File: src/design/uart_pkg.sv
// Shared constants of the serial control block: register addresses, field positions,
// reset values, frame codes and sizes.
// Assumes an 8-bit special function register bus with 16-bit addresses.
package uart_pkg;

  // ****************************************************************
  // Register addresses
  // ****************************************************************
  localparam logic [15:0] ADDR_MODE = 16'hFFA0;
  localparam logic [15:0] ADDR_STATUS = 16'hFFA1;
  localparam logic [15:0] ADDR_BAUD = 16'hFFA2;
  localparam logic [15:0] ADDR_DATA = 16'hFFA3;

  // ****************************************************************
  // Reset values and writable masks
  // ****************************************************************
  localparam logic [7:0] MODE_RESET = 8'h00;
  localparam logic [7:0] STATUS_RESET = 8'h00;
  localparam logic [7:0] BAUD_RESET = 8'h00;
  localparam logic [7:0] DATA_RESET = 8'hFF;
  localparam logic [7:0] MODE_WMASK = 8'hFE;
  localparam logic [7:0] BAUD_WMASK = 8'h7F;
  localparam logic [7:0] BYTE_MASK = 8'hFF;

  // ****************************************************************
  // Field positions
  // ****************************************************************
  localparam int TRANSMIT_ENABLE_BIT = 7;
  localparam int RECEIVE_ENABLE_BIT = 6;
  localparam int PARITY_SELECT_HI = 5;
  localparam int PARITY_SELECT_LO = 4;
  localparam int CHAR_LENGTH_BIT = 3;
  localparam int STOP_LENGTH_BIT = 2;
  localparam int ERROR_IRQ_SUPPRESS = 1;
  localparam int PARITY_ERROR_FLAG = 2;
  localparam int FRAMING_ERROR_FLAG = 1;
  localparam int OVERRUN_ERROR_FLAG = 0;
  localparam int PRESCALE_SEL_HI = 6;
  localparam int PRESCALE_SEL_LO = 4;
  localparam int DIVISOR_SEL_HI = 3;
  localparam int DIVISOR_SEL_LO = 0;

  // ****************************************************************
  // Parity codes and divider limits
  // ****************************************************************
  localparam logic [1:0] PARITY_NONE = 2'h0;
  localparam logic [1:0] PARITY_ZERO = 2'h1;
  localparam logic [1:0] PARITY_ODD = 2'h2;
  localparam logic [1:0] PARITY_EVEN = 2'h3;
  localparam logic [3:0] DIVISOR_PROHIBITED = 4'hF;
  localparam logic [4:0] DIVISOR_BASE = 5'h10;

  // ****************************************************************
  // Frame timing and buffering
  // ****************************************************************
  localparam logic [3:0] TICKS_PER_BIT_M1 = 4'hF;
  localparam logic [3:0] HALF_BIT_M1 = 4'h7;
  localparam logic [2:0] LAST_BIT_8 = 3'h7;
  localparam logic [2:0] LAST_BIT_7 = 3'h6;
  localparam int DATA_WIDTH = 8;
  localparam int TX_FIFO_DEPTH = 16;

endpackage : uart_pkg

File: src/design/uart_control_and_baud_gen.sv
// Asynchronous serial interface: mode, status and baud registers with transmitter and receiver.
// Assumes an 8-bit register bus on the system clock and an asynchronous serial input pin.
module uart_control_and_baud_gen (
  input wire logic CLK_SYS, // System clock, 250 MHz.
  input wire logic NRST, // Asynchronous reset, active low.
  input wire logic [15:0] SFR_ADDR, // Register address.
  input wire logic [uart_pkg::DATA_WIDTH-1:0] SFR_WDATA, // Write data.
  input wire logic [uart_pkg::DATA_WIDTH-1:0] SFR_WMASK, // Bit write mask, all ones for byte.
  input wire logic SFR_WR, // Write strobe.
  input wire logic SFR_RD, // Read strobe.
  output logic [uart_pkg::DATA_WIDTH-1:0] SFR_RDATA, // Read data, one cycle after strobe.
  output logic TX_FIFO_READY, // Transmit data can be written.
  output logic SERIAL_OUT_PIN, // Serial transmit line, idles high.
  output logic SERIAL_OUT_SEL, // Transmit pin used by the serial function.
  input wire logic SERIAL_IN_PIN, // Serial receive line, asynchronous.
  output logic SERIAL_IN_SEL, // Receive pin used by the serial function.
  output logic RX_DONE_IRQ, // Receive-complete interrupt pulse.
  output logic TX_DONE_IRQ // Transmit-complete interrupt pulse.
);
  import uart_pkg::*;

  // ****************************************************************
  // Types and state
  // ****************************************************************
  typedef enum logic [4:0] {
    TX_IDLE = 5'b00001,
    TX_START = 5'b00010,
    TX_DATA = 5'b00100,
    TX_PAR = 5'b01000,
    TX_STOP = 5'b10000
  } tx_state_t;

  typedef enum logic [4:0] {
    RX_IDLE = 5'b00001,
    RX_START = 5'b00010,
    RX_DATA = 5'b00100,
    RX_PAR = 5'b01000,
    RX_STOP = 5'b10000
  } rx_state_t;

  logic [7:0] mode_r;
  logic [7:0] baud_r;
  logic [2:0] status_r;
  logic [7:0] rbuf_r;
  logic unread_r;
  logic rx_meta_r;
  logic rx_sync_r;
  logic rx_prev_r;
  tx_state_t tx_state_r;
  rx_state_t rx_state_r;
  logic [3:0] tx_tick_r;
  logic [2:0] tx_bit_r;
  logic tx_stop2_r;
  logic [7:0] tx_shift_r;
  logic tx_par_r;
  logic tx_line_r;
  logic [3:0] rx_tick_r;
  logic [2:0] rx_bit_r;
  logic [7:0] rx_shift_r;
  logic rx_par_r;

  logic tx_en;
  logic rx_en;
  logic [1:0] parity_sel;
  logic char8;
  logic [2:0] last_bit;
  logic hit_mode;
  logic hit_baud;
  logic hit_data;
  logic byte_wr;
  logic buf_read;
  logic brg_tick;
  logic brg_en;
  logic fifo_valid;
  logic fifo_take;
  logic [7:0] fifo_data;
  logic [7:0] tx_char;
  logic tx_bit_end;
  logic rx_sample;
  logic rx_done;
  logic [7:0] rx_char;
  logic pe_now;
  logic fe_now;
  logic ove_now;

  // ****************************************************************
  // Mode decode and register access
  // ****************************************************************
  assign tx_en = mode_r[TRANSMIT_ENABLE_BIT];
  assign rx_en = mode_r[RECEIVE_ENABLE_BIT];
  assign parity_sel = mode_r[PARITY_SELECT_HI:PARITY_SELECT_LO];
  assign char8 = mode_r[CHAR_LENGTH_BIT];
  assign last_bit = char8 ? LAST_BIT_8 : LAST_BIT_7;
  assign hit_mode = (SFR_ADDR == ADDR_MODE);
  assign hit_baud = (SFR_ADDR == ADDR_BAUD);
  assign hit_data = (SFR_ADDR == ADDR_DATA);
  assign byte_wr = SFR_WR && (SFR_WMASK == BYTE_MASK);
  assign buf_read = SFR_RD && hit_data;
  assign SERIAL_IN_SEL = rx_en;
  assign SERIAL_OUT_SEL = tx_en;
  assign SERIAL_OUT_PIN = tx_line_r;

  always_ff @(posedge CLK_SYS or negedge NRST) begin
    if (!NRST) begin
      mode_r <= MODE_RESET;
    end else if (SFR_WR && hit_mode) begin
      mode_r <= ((mode_r & ~SFR_WMASK) | (SFR_WDATA & SFR_WMASK)) & MODE_WMASK;
    end
  end

  // Partial-mask writes are bit instructions, which this register does not accept.
  always_ff @(posedge CLK_SYS or negedge NRST) begin
    if (!NRST) begin
      baud_r <= BAUD_RESET;
    end else if (byte_wr && hit_baud) begin
      baud_r <= SFR_WDATA & BAUD_WMASK;
    end
  end

  always_ff @(posedge CLK_SYS or negedge NRST) begin
    if (!NRST) begin
      SFR_RDATA <= 8'h00;
    end else if (SFR_RD) begin
      unique case (SFR_ADDR)
        ADDR_MODE: SFR_RDATA <= mode_r;
        ADDR_STATUS: SFR_RDATA <= {5'h00, status_r};
        ADDR_BAUD: SFR_RDATA <= baud_r;
        ADDR_DATA: SFR_RDATA <= rbuf_r;
        default: SFR_RDATA <= 8'h00;
      endcase
    end
  end

  // ****************************************************************
  // Baud generator and transmit buffering
  // ****************************************************************
  // A prohibited divisor stops the generator instead of running at an undefined rate.
  assign brg_en = (tx_en || rx_en) && (baud_r[DIVISOR_SEL_HI:DIVISOR_SEL_LO] != DIVISOR_PROHIBITED);

  uart_baud_gen u_baud_gen (
    .clk(CLK_SYS),
    .nrst(NRST),
    .enable(brg_en),
    .prescale_sel(baud_r[PRESCALE_SEL_HI:PRESCALE_SEL_LO]),
    .divisor_sel(baud_r[DIVISOR_SEL_HI:DIVISOR_SEL_LO]),
    .tick(brg_tick)
  );

  assign fifo_take = tx_en && (tx_state_r == TX_IDLE);

  uart_fifo #(
    .WIDTH(DATA_WIDTH),
    .DEPTH(TX_FIFO_DEPTH)
  ) u_tx_fifo (
    .clk(CLK_SYS),
    .nrst(NRST),
    .in_valid(byte_wr && hit_data && tx_en),
    .in_ready(TX_FIFO_READY),
    .in_data(SFR_WDATA),
    .out_valid(fifo_valid),
    .out_ready(fifo_take),
    .out_data(fifo_data)
  );

  // ****************************************************************
  // Transmitter
  // ****************************************************************
  assign tx_char = char8 ? fifo_data : {1'b0, fifo_data[6:0]};
  assign tx_bit_end = brg_tick && (tx_tick_r == TICKS_PER_BIT_M1);

  always_ff @(posedge CLK_SYS or negedge NRST) begin
    if (!NRST) begin
      tx_state_r <= TX_IDLE;
      tx_tick_r <= 4'h0;
      tx_bit_r <= 3'h0;
      tx_stop2_r <= 1'b0;
      tx_shift_r <= DATA_RESET;
      tx_par_r <= 1'b0;
      tx_line_r <= 1'b1;
      TX_DONE_IRQ <= 1'b0;
    end else begin
      TX_DONE_IRQ <= 1'b0;
      if (brg_tick) begin
        tx_tick_r <= tx_tick_r + 4'h1;
      end
      unique case (tx_state_r)
        TX_IDLE: begin
          tx_line_r <= 1'b1;
          if (fifo_valid && fifo_take) begin
            tx_shift_r <= tx_char;
            unique case (parity_sel)
              PARITY_ODD: tx_par_r <= ~(^tx_char);
              PARITY_EVEN: tx_par_r <= ^tx_char;
              default: tx_par_r <= 1'b0;
            endcase
            tx_tick_r <= 4'h0;
            tx_line_r <= 1'b0;
            tx_state_r <= TX_START;
          end
        end
        TX_START: begin
          if (tx_bit_end) begin
            tx_line_r <= tx_shift_r[0];
            tx_bit_r <= 3'h0;
            tx_state_r <= TX_DATA;
          end
        end
        TX_DATA: begin
          if (tx_bit_end) begin
            tx_shift_r <= {1'b1, tx_shift_r[7:1]};
            tx_bit_r <= tx_bit_r + 3'h1;
            if (tx_bit_r != last_bit) begin
              tx_line_r <= tx_shift_r[1];
            end else if (parity_sel != PARITY_NONE) begin
              tx_line_r <= tx_par_r;
              tx_state_r <= TX_PAR;
            end else begin
              tx_line_r <= 1'b1;
              tx_stop2_r <= mode_r[STOP_LENGTH_BIT];
              tx_state_r <= TX_STOP;
            end
          end
        end
        TX_PAR: begin
          if (tx_bit_end) begin
            tx_line_r <= 1'b1;
            tx_stop2_r <= mode_r[STOP_LENGTH_BIT];
            tx_state_r <= TX_STOP;
          end
        end
        TX_STOP: begin
          if (tx_bit_end) begin
            if (tx_stop2_r) begin
              tx_stop2_r <= 1'b0;
            end else begin
              TX_DONE_IRQ <= 1'b1;
              tx_state_r <= TX_IDLE;
            end
          end
        end
      endcase
      // Disabling the transmitter abandons any frame and parks the line high.
      if (!tx_en) begin
        tx_state_r <= TX_IDLE;
        tx_line_r <= 1'b1;
      end
    end
  end

  // ****************************************************************
  // Receiver
  // ****************************************************************
  always_ff @(posedge CLK_SYS or negedge NRST) begin
    if (!NRST) begin
      rx_meta_r <= 1'b1;
      rx_sync_r <= 1'b1;
      rx_prev_r <= 1'b1;
    end else begin
      rx_meta_r <= SERIAL_IN_PIN;
      rx_sync_r <= rx_meta_r;
      rx_prev_r <= rx_sync_r;
    end
  end

  // Sampling happens mid-bit, sixteen generator ticks apart after a half-bit start check.
  assign rx_sample = brg_tick && (rx_tick_r == TICKS_PER_BIT_M1);

  always_ff @(posedge CLK_SYS or negedge NRST) begin
    if (!NRST) begin
      rx_state_r <= RX_IDLE;
      rx_tick_r <= 4'h0;
      rx_bit_r <= 3'h0;
      rx_shift_r <= 8'h00;
      rx_par_r <= 1'b0;
    end else begin
      if (brg_tick) begin
        rx_tick_r <= rx_tick_r + 4'h1;
      end
      unique case (rx_state_r)
        RX_IDLE: begin
          if (rx_prev_r && !rx_sync_r) begin
            rx_tick_r <= 4'h0;
            rx_state_r <= RX_START;
          end
        end
        RX_START: begin
          if (brg_tick && (rx_tick_r == HALF_BIT_M1)) begin
            rx_tick_r <= 4'h0;
            rx_bit_r <= 3'h0;
            rx_state_r <= rx_sync_r ? RX_IDLE : RX_DATA;
          end
        end
        RX_DATA: begin
          if (rx_sample) begin
            rx_shift_r <= {rx_sync_r, rx_shift_r[7:1]};
            rx_bit_r <= rx_bit_r + 3'h1;
            if (rx_bit_r == last_bit) begin
              rx_state_r <= (parity_sel != PARITY_NONE) ? RX_PAR : RX_STOP;
            end
          end
        end
        RX_PAR: begin
          if (rx_sample) begin
            rx_par_r <= rx_sync_r;
            rx_state_r <= RX_STOP;
          end
        end
        RX_STOP: begin
          if (rx_sample) begin
            rx_state_r <= RX_IDLE;
          end
        end
      endcase
      if (!rx_en) begin
        rx_state_r <= RX_IDLE;
      end
    end
  end

  // ****************************************************************
  // Completion, status and receive buffer
  // ****************************************************************
  assign rx_done = rx_en && (rx_state_r == RX_STOP) && rx_sample;
  assign rx_char = char8 ? rx_shift_r : {1'b0, rx_shift_r[7:1]};
  assign fe_now = !rx_sync_r;
  assign ove_now = unread_r && !buf_read;

  always_comb begin
    unique case (parity_sel)
      PARITY_ODD: pe_now = ((^rx_char) ^ rx_par_r) != 1'b1;
      PARITY_EVEN: pe_now = ((^rx_char) ^ rx_par_r) != 1'b0;
      default: pe_now = 1'b0;
    endcase
  end

  always_ff @(posedge CLK_SYS or negedge NRST) begin
    if (!NRST) begin
      status_r <= STATUS_RESET[2:0];
    end else if (rx_done) begin
      status_r[PARITY_ERROR_FLAG] <= pe_now;
      status_r[FRAMING_ERROR_FLAG] <= fe_now;
      status_r[OVERRUN_ERROR_FLAG] <= ove_now;
    end
  end

  // An overrun keeps the unread character; the newer one is dropped.
  always_ff @(posedge CLK_SYS or negedge NRST) begin
    if (!NRST) begin
      rbuf_r <= DATA_RESET;
      unread_r <= 1'b0;
    end else if (rx_done) begin
      if (!ove_now) begin
        rbuf_r <= rx_char;
      end
      unread_r <= 1'b1;
    end else if (buf_read) begin
      unread_r <= 1'b0;
    end
  end

  always_ff @(posedge CLK_SYS or negedge NRST) begin
    if (!NRST) begin
      RX_DONE_IRQ <= 1'b0;
    end else begin
      RX_DONE_IRQ <= rx_done &&
        !(mode_r[ERROR_IRQ_SUPPRESS] && (pe_now || fe_now || ove_now));
    end
  end

endmodule // uart_control_and_baud_gen

File: src/design/uart_baud_gen.sv
// Baud generator: power-of-two prescaler followed by a 5-bit divide-by-16..31 counter.
// Assumes it runs on the system clock and that its settings are stable while enabled.
module uart_baud_gen (
  input wire logic clk, // System clock.
  input wire logic nrst, // Asynchronous reset, active low.
  input wire logic enable, // Generator runs while high.
  input wire logic [2:0] prescale_sel, // Source clock is clock over 2 to (code+1).
  input wire logic [3:0] divisor_sel, // Source clock divided by 16 plus this value.
  output logic tick // One-cycle pulse per generator period.
);
  import uart_pkg::*;

  logic [7:0] pre_cnt_r;
  logic [4:0] div_cnt_r;
  logic [7:0] pre_mask;
  logic src_tick;
  logic [4:0] div_last;

  assign pre_mask = BYTE_MASK >> (3'h7 - prescale_sel);
  assign src_tick = enable && ((pre_cnt_r & pre_mask) == pre_mask);
  assign div_last = DIVISOR_BASE + {1'b0, divisor_sel} - 5'h01;

  always_ff @(posedge clk or negedge nrst) begin
    if (!nrst) begin
      pre_cnt_r <= 8'h00;
    end else if (!enable) begin
      pre_cnt_r <= 8'h00;
    end else begin
      pre_cnt_r <= pre_cnt_r + 8'h01;
    end
  end

  always_ff @(posedge clk or negedge nrst) begin
    if (!nrst) begin
      div_cnt_r <= 5'h00;
      tick <= 1'b0;
    end else if (!enable) begin
      div_cnt_r <= 5'h00;
      tick <= 1'b0;
    end else if (src_tick) begin
      tick <= (div_cnt_r == div_last);
      div_cnt_r <= (div_cnt_r == div_last) ? 5'h00 : div_cnt_r + 5'h01;
    end else begin
      tick <= 1'b0;
    end
  end

endmodule // uart_baud_gen

File: src/design/uart_fifo.sv
// Synchronous FIFO with a registered output stage and valid/ready on both sides.
// Assumes one clock; the consumer may stall indefinitely.
module uart_fifo #(
  parameter int WIDTH = 8,
  parameter int DEPTH = 16
) (
  input wire logic clk, // System clock.
  input wire logic nrst, // Asynchronous reset, active low.
  input wire logic in_valid, // Producer offers a word.
  output logic in_ready, // FIFO can take a word.
  input wire logic [WIDTH-1:0] in_data, // Word offered.
  output logic out_valid, // Output word is valid.
  input wire logic out_ready, // Consumer takes the output word.
  output logic [WIDTH-1:0] out_data // Output word, from a register.
);
  localparam int AW = $clog2(DEPTH);

  logic [WIDTH-1:0] mem_r [DEPTH];
  logic [AW-1:0] wr_ptr_r;
  logic [AW-1:0] rd_ptr_r;
  logic [AW:0] count_r;
  logic push;
  logic pop;

  assign in_ready = (count_r != DEPTH[AW:0]);
  assign push = in_valid && in_ready;
  assign pop = (count_r != '0) && (!out_valid || out_ready);

  always_ff @(posedge clk) begin
    if (push) begin
      mem_r[wr_ptr_r] <= in_data;
    end
  end

  always_ff @(posedge clk or negedge nrst) begin
    if (!nrst) begin
      wr_ptr_r <= '0;
      rd_ptr_r <= '0;
      count_r <= '0;
    end else begin
      if (push) begin
        wr_ptr_r <= wr_ptr_r + 1'b1;
      end
      if (pop) begin
        rd_ptr_r <= rd_ptr_r + 1'b1;
      end
      count_r <= count_r + {{AW{1'b0}}, push} - {{AW{1'b0}}, pop};
    end
  end

  always_ff @(posedge clk or negedge nrst) begin
    if (!nrst) begin
      out_valid <= 1'b0;
      out_data <= '0;
    end else if (pop) begin
      out_valid <= 1'b1;
      out_data <= mem_r[rd_ptr_r];
    end else if (out_ready) begin
      out_valid <= 1'b0;
    end
  end

endmodule // uart_fifo

File: config.mk
export PLATFORM = sky130hd
export DESIGN_NAME = uart_control_and_baud_gen
export DESIGN_NICKNAME = d
export VERILOG_FILES = /design/src/design/uart_pkg.sv /design/src/design/uart_control_and_baud_gen.sv /design/src/design/uart_baud_gen.sv /design/src/design/uart_fifo.sv
export SDC_FILE = /design/constraint.sdc
export NUM_CORES = 1
export LEC_CHECK = 0
export ABC_CLOCK_PERIOD_IN_PS = 3400
export BUFFER_PORTS_ARGS = -buffer_cell sky130_fd_sc_hd__buf_2
export CAP_MARGIN = 10
export CORE_ASPECT_RATIO = 0.7
export CORE_MARGIN = 8
export CORE_UTILIZATION = 61
export DETAILED_ROUTE_END_ITERATION = 7
export GPL_TIMING_DRIVEN = 0
export HOLD_SLACK_MARGIN = 0.05
export PLACE_DENSITY = 0.79
export REMOVE_ABC_BUFFERS = 1
export SLEW_MARGIN = 20
export SYNTH_ARGS = -nofsm -noshare
export SYNTH_HDL_FRONTEND = slang
export SYNTH_SLANG_ARGS = --single-unit
export TNS_END_PERCENT = 1
File: constraint.sdc
create_clock -name CLK_SYS -period 3.4 [get_ports CLK_SYS]
set_input_delay 0.51 -clock CLK_SYS [delete_from_list [all_inputs] [get_ports CLK_SYS]]
set_output_delay 0.51 -clock CLK_SYS [all_outputs]
set_load 0.03 [all_outputs]
==> impl_metrics.py <==
metrics = {
    "outcome": {
        "status": "completed",
    },
    "detailed_routing": {
        "first_pass_iters": 6,
        "ant_nets": 0,
        "vias": 7278,
        "finalWirelength_mm": 25.2,
        "wire_per_inst_um": 22.4,
        "dr.first_iter.drc_count": 740,
        "drcViolationCount": 0,
        "viasPerCell": 6.45,
    },
    "placement": {
        "portBuffers": 50,
        "hpwl_mm": 16.5,
        "place_inst": 1086,
        "gp_congestion": 0.865,
        "dpl-instance-area_mm2": 0.0118,
    },
    "worst_hold_path": {
        "hold_path.class": "input port to flip-flop",
    },
    "power": {
        "peakVddDrop_mv": 0.501,
        "power_density_mw_per_mm2": 471,
        "power_leakage_nw": 4.95,
    },
    "sta": {
        "grt_setup_unrepaired": "false",
        "fmax_mhz": 312,
        "min_period_ps": 3210,
        "finalHoldViolCount": 0,
        "setup_viol": 0,
        "slew_headroom": 0.397,
        "fin_crit_sh": 0.943,
        "drv_slew": 0,
        "final.setup.tns_ps": 0,
        "fin_worst_skew_ps": 21.9,
        "worst_pin_slew_ps": 898,
    },
    "clock_network": {
        "cts_sinks": 247,
        "cts_tree": "done",
        "cts-root-buf": "clkbuf_16",
        "clockBufferDepth": 3,
        "numCtsBuffers": 23,
        "clock_latency_ps": 530,
        "cts_htree_levels": 1,
        "clk_pin_slew_worst_paths_ps": 60,
    },
    "finish": {
        "final_cell_mix": "edfxtp_1, dfrtp_1, nand2_1",
        "drive_gt1_frac": 0.239,
        "design_area_mm2": 0.0126,
        "nNetsFinal": 933,
        "diodes": 0,
        "layout_commonest_cell": "edfxtp_1",
        "stdcell_count": 1129,
        "syn2layout_area_growth_pct": 12.3,
    },
    "global_route": {
        "antenna_found_initial": 0,
        "grt_max_degree": 80,
        "grt_pass1_vias": 7364,
        "overflow": 0,
        "grt_usage": 0.224,
        "grt_first_pass_wirelength_mm": 40.4,
    },
    "floorplan": {
        "row_count": 41,
        "die_area_mm2": 0.0231,
        "ios": 51,
        "core_area_mm2": 0.0180,
        "initial_core_util": 0.623,
        "chipWidth_um": 178,
        "die_y_um": 129,
    },
    "synth": {
        "ys_ff_latch": 247,
        "synth_area_leaders": "edfxtp_1, dfrtp_1, mux4_2, dfstp_2, nand2_1",
        "syn-cell-area_mm2": 0.0112,
        "synth_warnings": 0,
        "synth_cell_types": 74,
        "postSynthCellCount": 824,
        "synth_top_area_frac": 0.343,
        "synth_edf_count": 128,
        "seq_area_frac_synth": 0.611,
        "async_flop_share": 0.482,
        "yosysTopAreaCell": "edfxtp_1",
        "synth_area_per_cell_um2": 13.6,
        "synthFlopType": "edfxtp_1",
    },
    "run": {
        "drv_cap": 0,
    },
    "critical_path": {
        "worst_ep_arrival_time_ps": 3600,
        "critPathCaptureType": "flip-flop",
        "crit_type": "input port to flip-flop",
        "required_ps": 3790,
        "crit_fanout": 10,
        "start_kind": "input port",
    },
}
==> worst paths after layout <==
path,start,endpoint,slack (ps),cells after the start
min reg2reg,rx_meta_r,rx_sync_r,350,0
max,SFR_ADDR[3],u_tx_fifo.count_r[4],190,13
max in group asynchronous,NRST,rbuf_r[3],2180,3
max reg2reg,tx_state_r[0],u_tx_fifo.count_r[4],200,13
min,SERIAL_IN_PIN,rx_meta_r,90,1
min in group asynchronous,NRST,u_tx_fifo.out_data[4],480,2
==> cells in the mapped netlist (all sizes together) (14+ instances only) <==
cell type and number:
o21ai 19, nor4 14, nand4 14, clkbuf 24, dfstp 22, mux4 32, dfrtp 97, ha 19
nand3 33, mux2 39, edfxtp 128, nand2 82, inv 31, xor2 15, nor2 44, a22oi 18
xnor2 31
==> layout make-up <==
cell class	count	area, um^2
flip-flops and latches	247	6850
fillers	1108	5410
multi-input cells	511	4170
clock buffers	32	649
repair buffers	62	372
well taps	236	295
clock inverters	10	135
inverters	31	116
==> state kept, by name (all words and copies together) (netlist names), 4 cells and up, named ones only <==
name / flops
SFR_RDATA: 8
tx_shift_r: 8
tx_tick_r: 4
rx_state_r: 5
baud_r: 7
u_tx_fifo.mem_r: 128
u_baud_gen.pre_cnt_r: 8
u_baud_gen.div_cnt_r: 5
u_tx_fifo.count_r: 5
u_tx_fifo.rd_ptr_r: 4
u_tx_fifo.wr_ptr_r: 4
tx_state_r: 5
rbuf_r: 8
u_tx_fifo.out_data: 8
rx_shift_r: 8
rx_tick_r: 4
==> through the flow <==
step	setup WS (ps)	utilization	total power [mW]	hold slack, ps
global placement	-577	0.645	3.32	346
detailed placement	-432	0.654	3.33	353
global route	20.5	0.699	6.09	76.9
CTS	84.2	0.699	5.97	80.9
finish	193	0.699	5.93	92.6
floorplan	249	-	3.24	214
==> worst max-delay path: stages <==
cell and delay, ps:
buf_2 110, or4b_4 540, nor4_4 550, nand4_4 390
inv_2 300, ha_1 230, inv_1 60, fa_1 450
inv_1 100, a21oi_1 80, nor2_1 100, nor2_1 60
xnor2_1 110
==> repair_timing <==
item | 4_1_cts | 5_1_grt
hold buffers | 1 | 0
setup endpoints to repair | 1 | 33
gates resized for setup | 1 | 2
setup buffers | 0 | 0
endpoints found under the hold margin | 33 | 0
pin swaps | 0 | 2
==> metal layers <==
| metal | GRT usage | vias up | routed length, um |
|---|---|---|---|
| met5 | 0 | - | 0 |
| met4 | 0.0601 | 0 | 544 |
| met3 | 0.0349 | 59 | 1930 |
| met2 | 0.365 | 353 | 12200 |
| met1 | 0.311 | 3669 | 10600 |
| li1 | - | 3197 | - |
==> power breakdown <==
group	leakage, nW	total, mW	switching [mW]	internal, mW
logic	1.90	0.108	0.0774	0.0306
clock network	0.384	2.66	1.10	1.57
registers	2.66	3.16	0.00462	3.16
==> kinds of logic after synthesis <==
logic type                 count (synthesis)  share of synthesized area
buffers and inverters                     66                     0.0239
DFF                                      247                      0.611
xor gates and xnor gates                  47                     0.0379
AOI/OAI and AO/OA                        117                     0.0763
muxes                                     77                      0.113
and+or+nand+nor                          250                      0.115
adders and majority gates                 20                     0.0230
(Power assumes the default switching activity.)
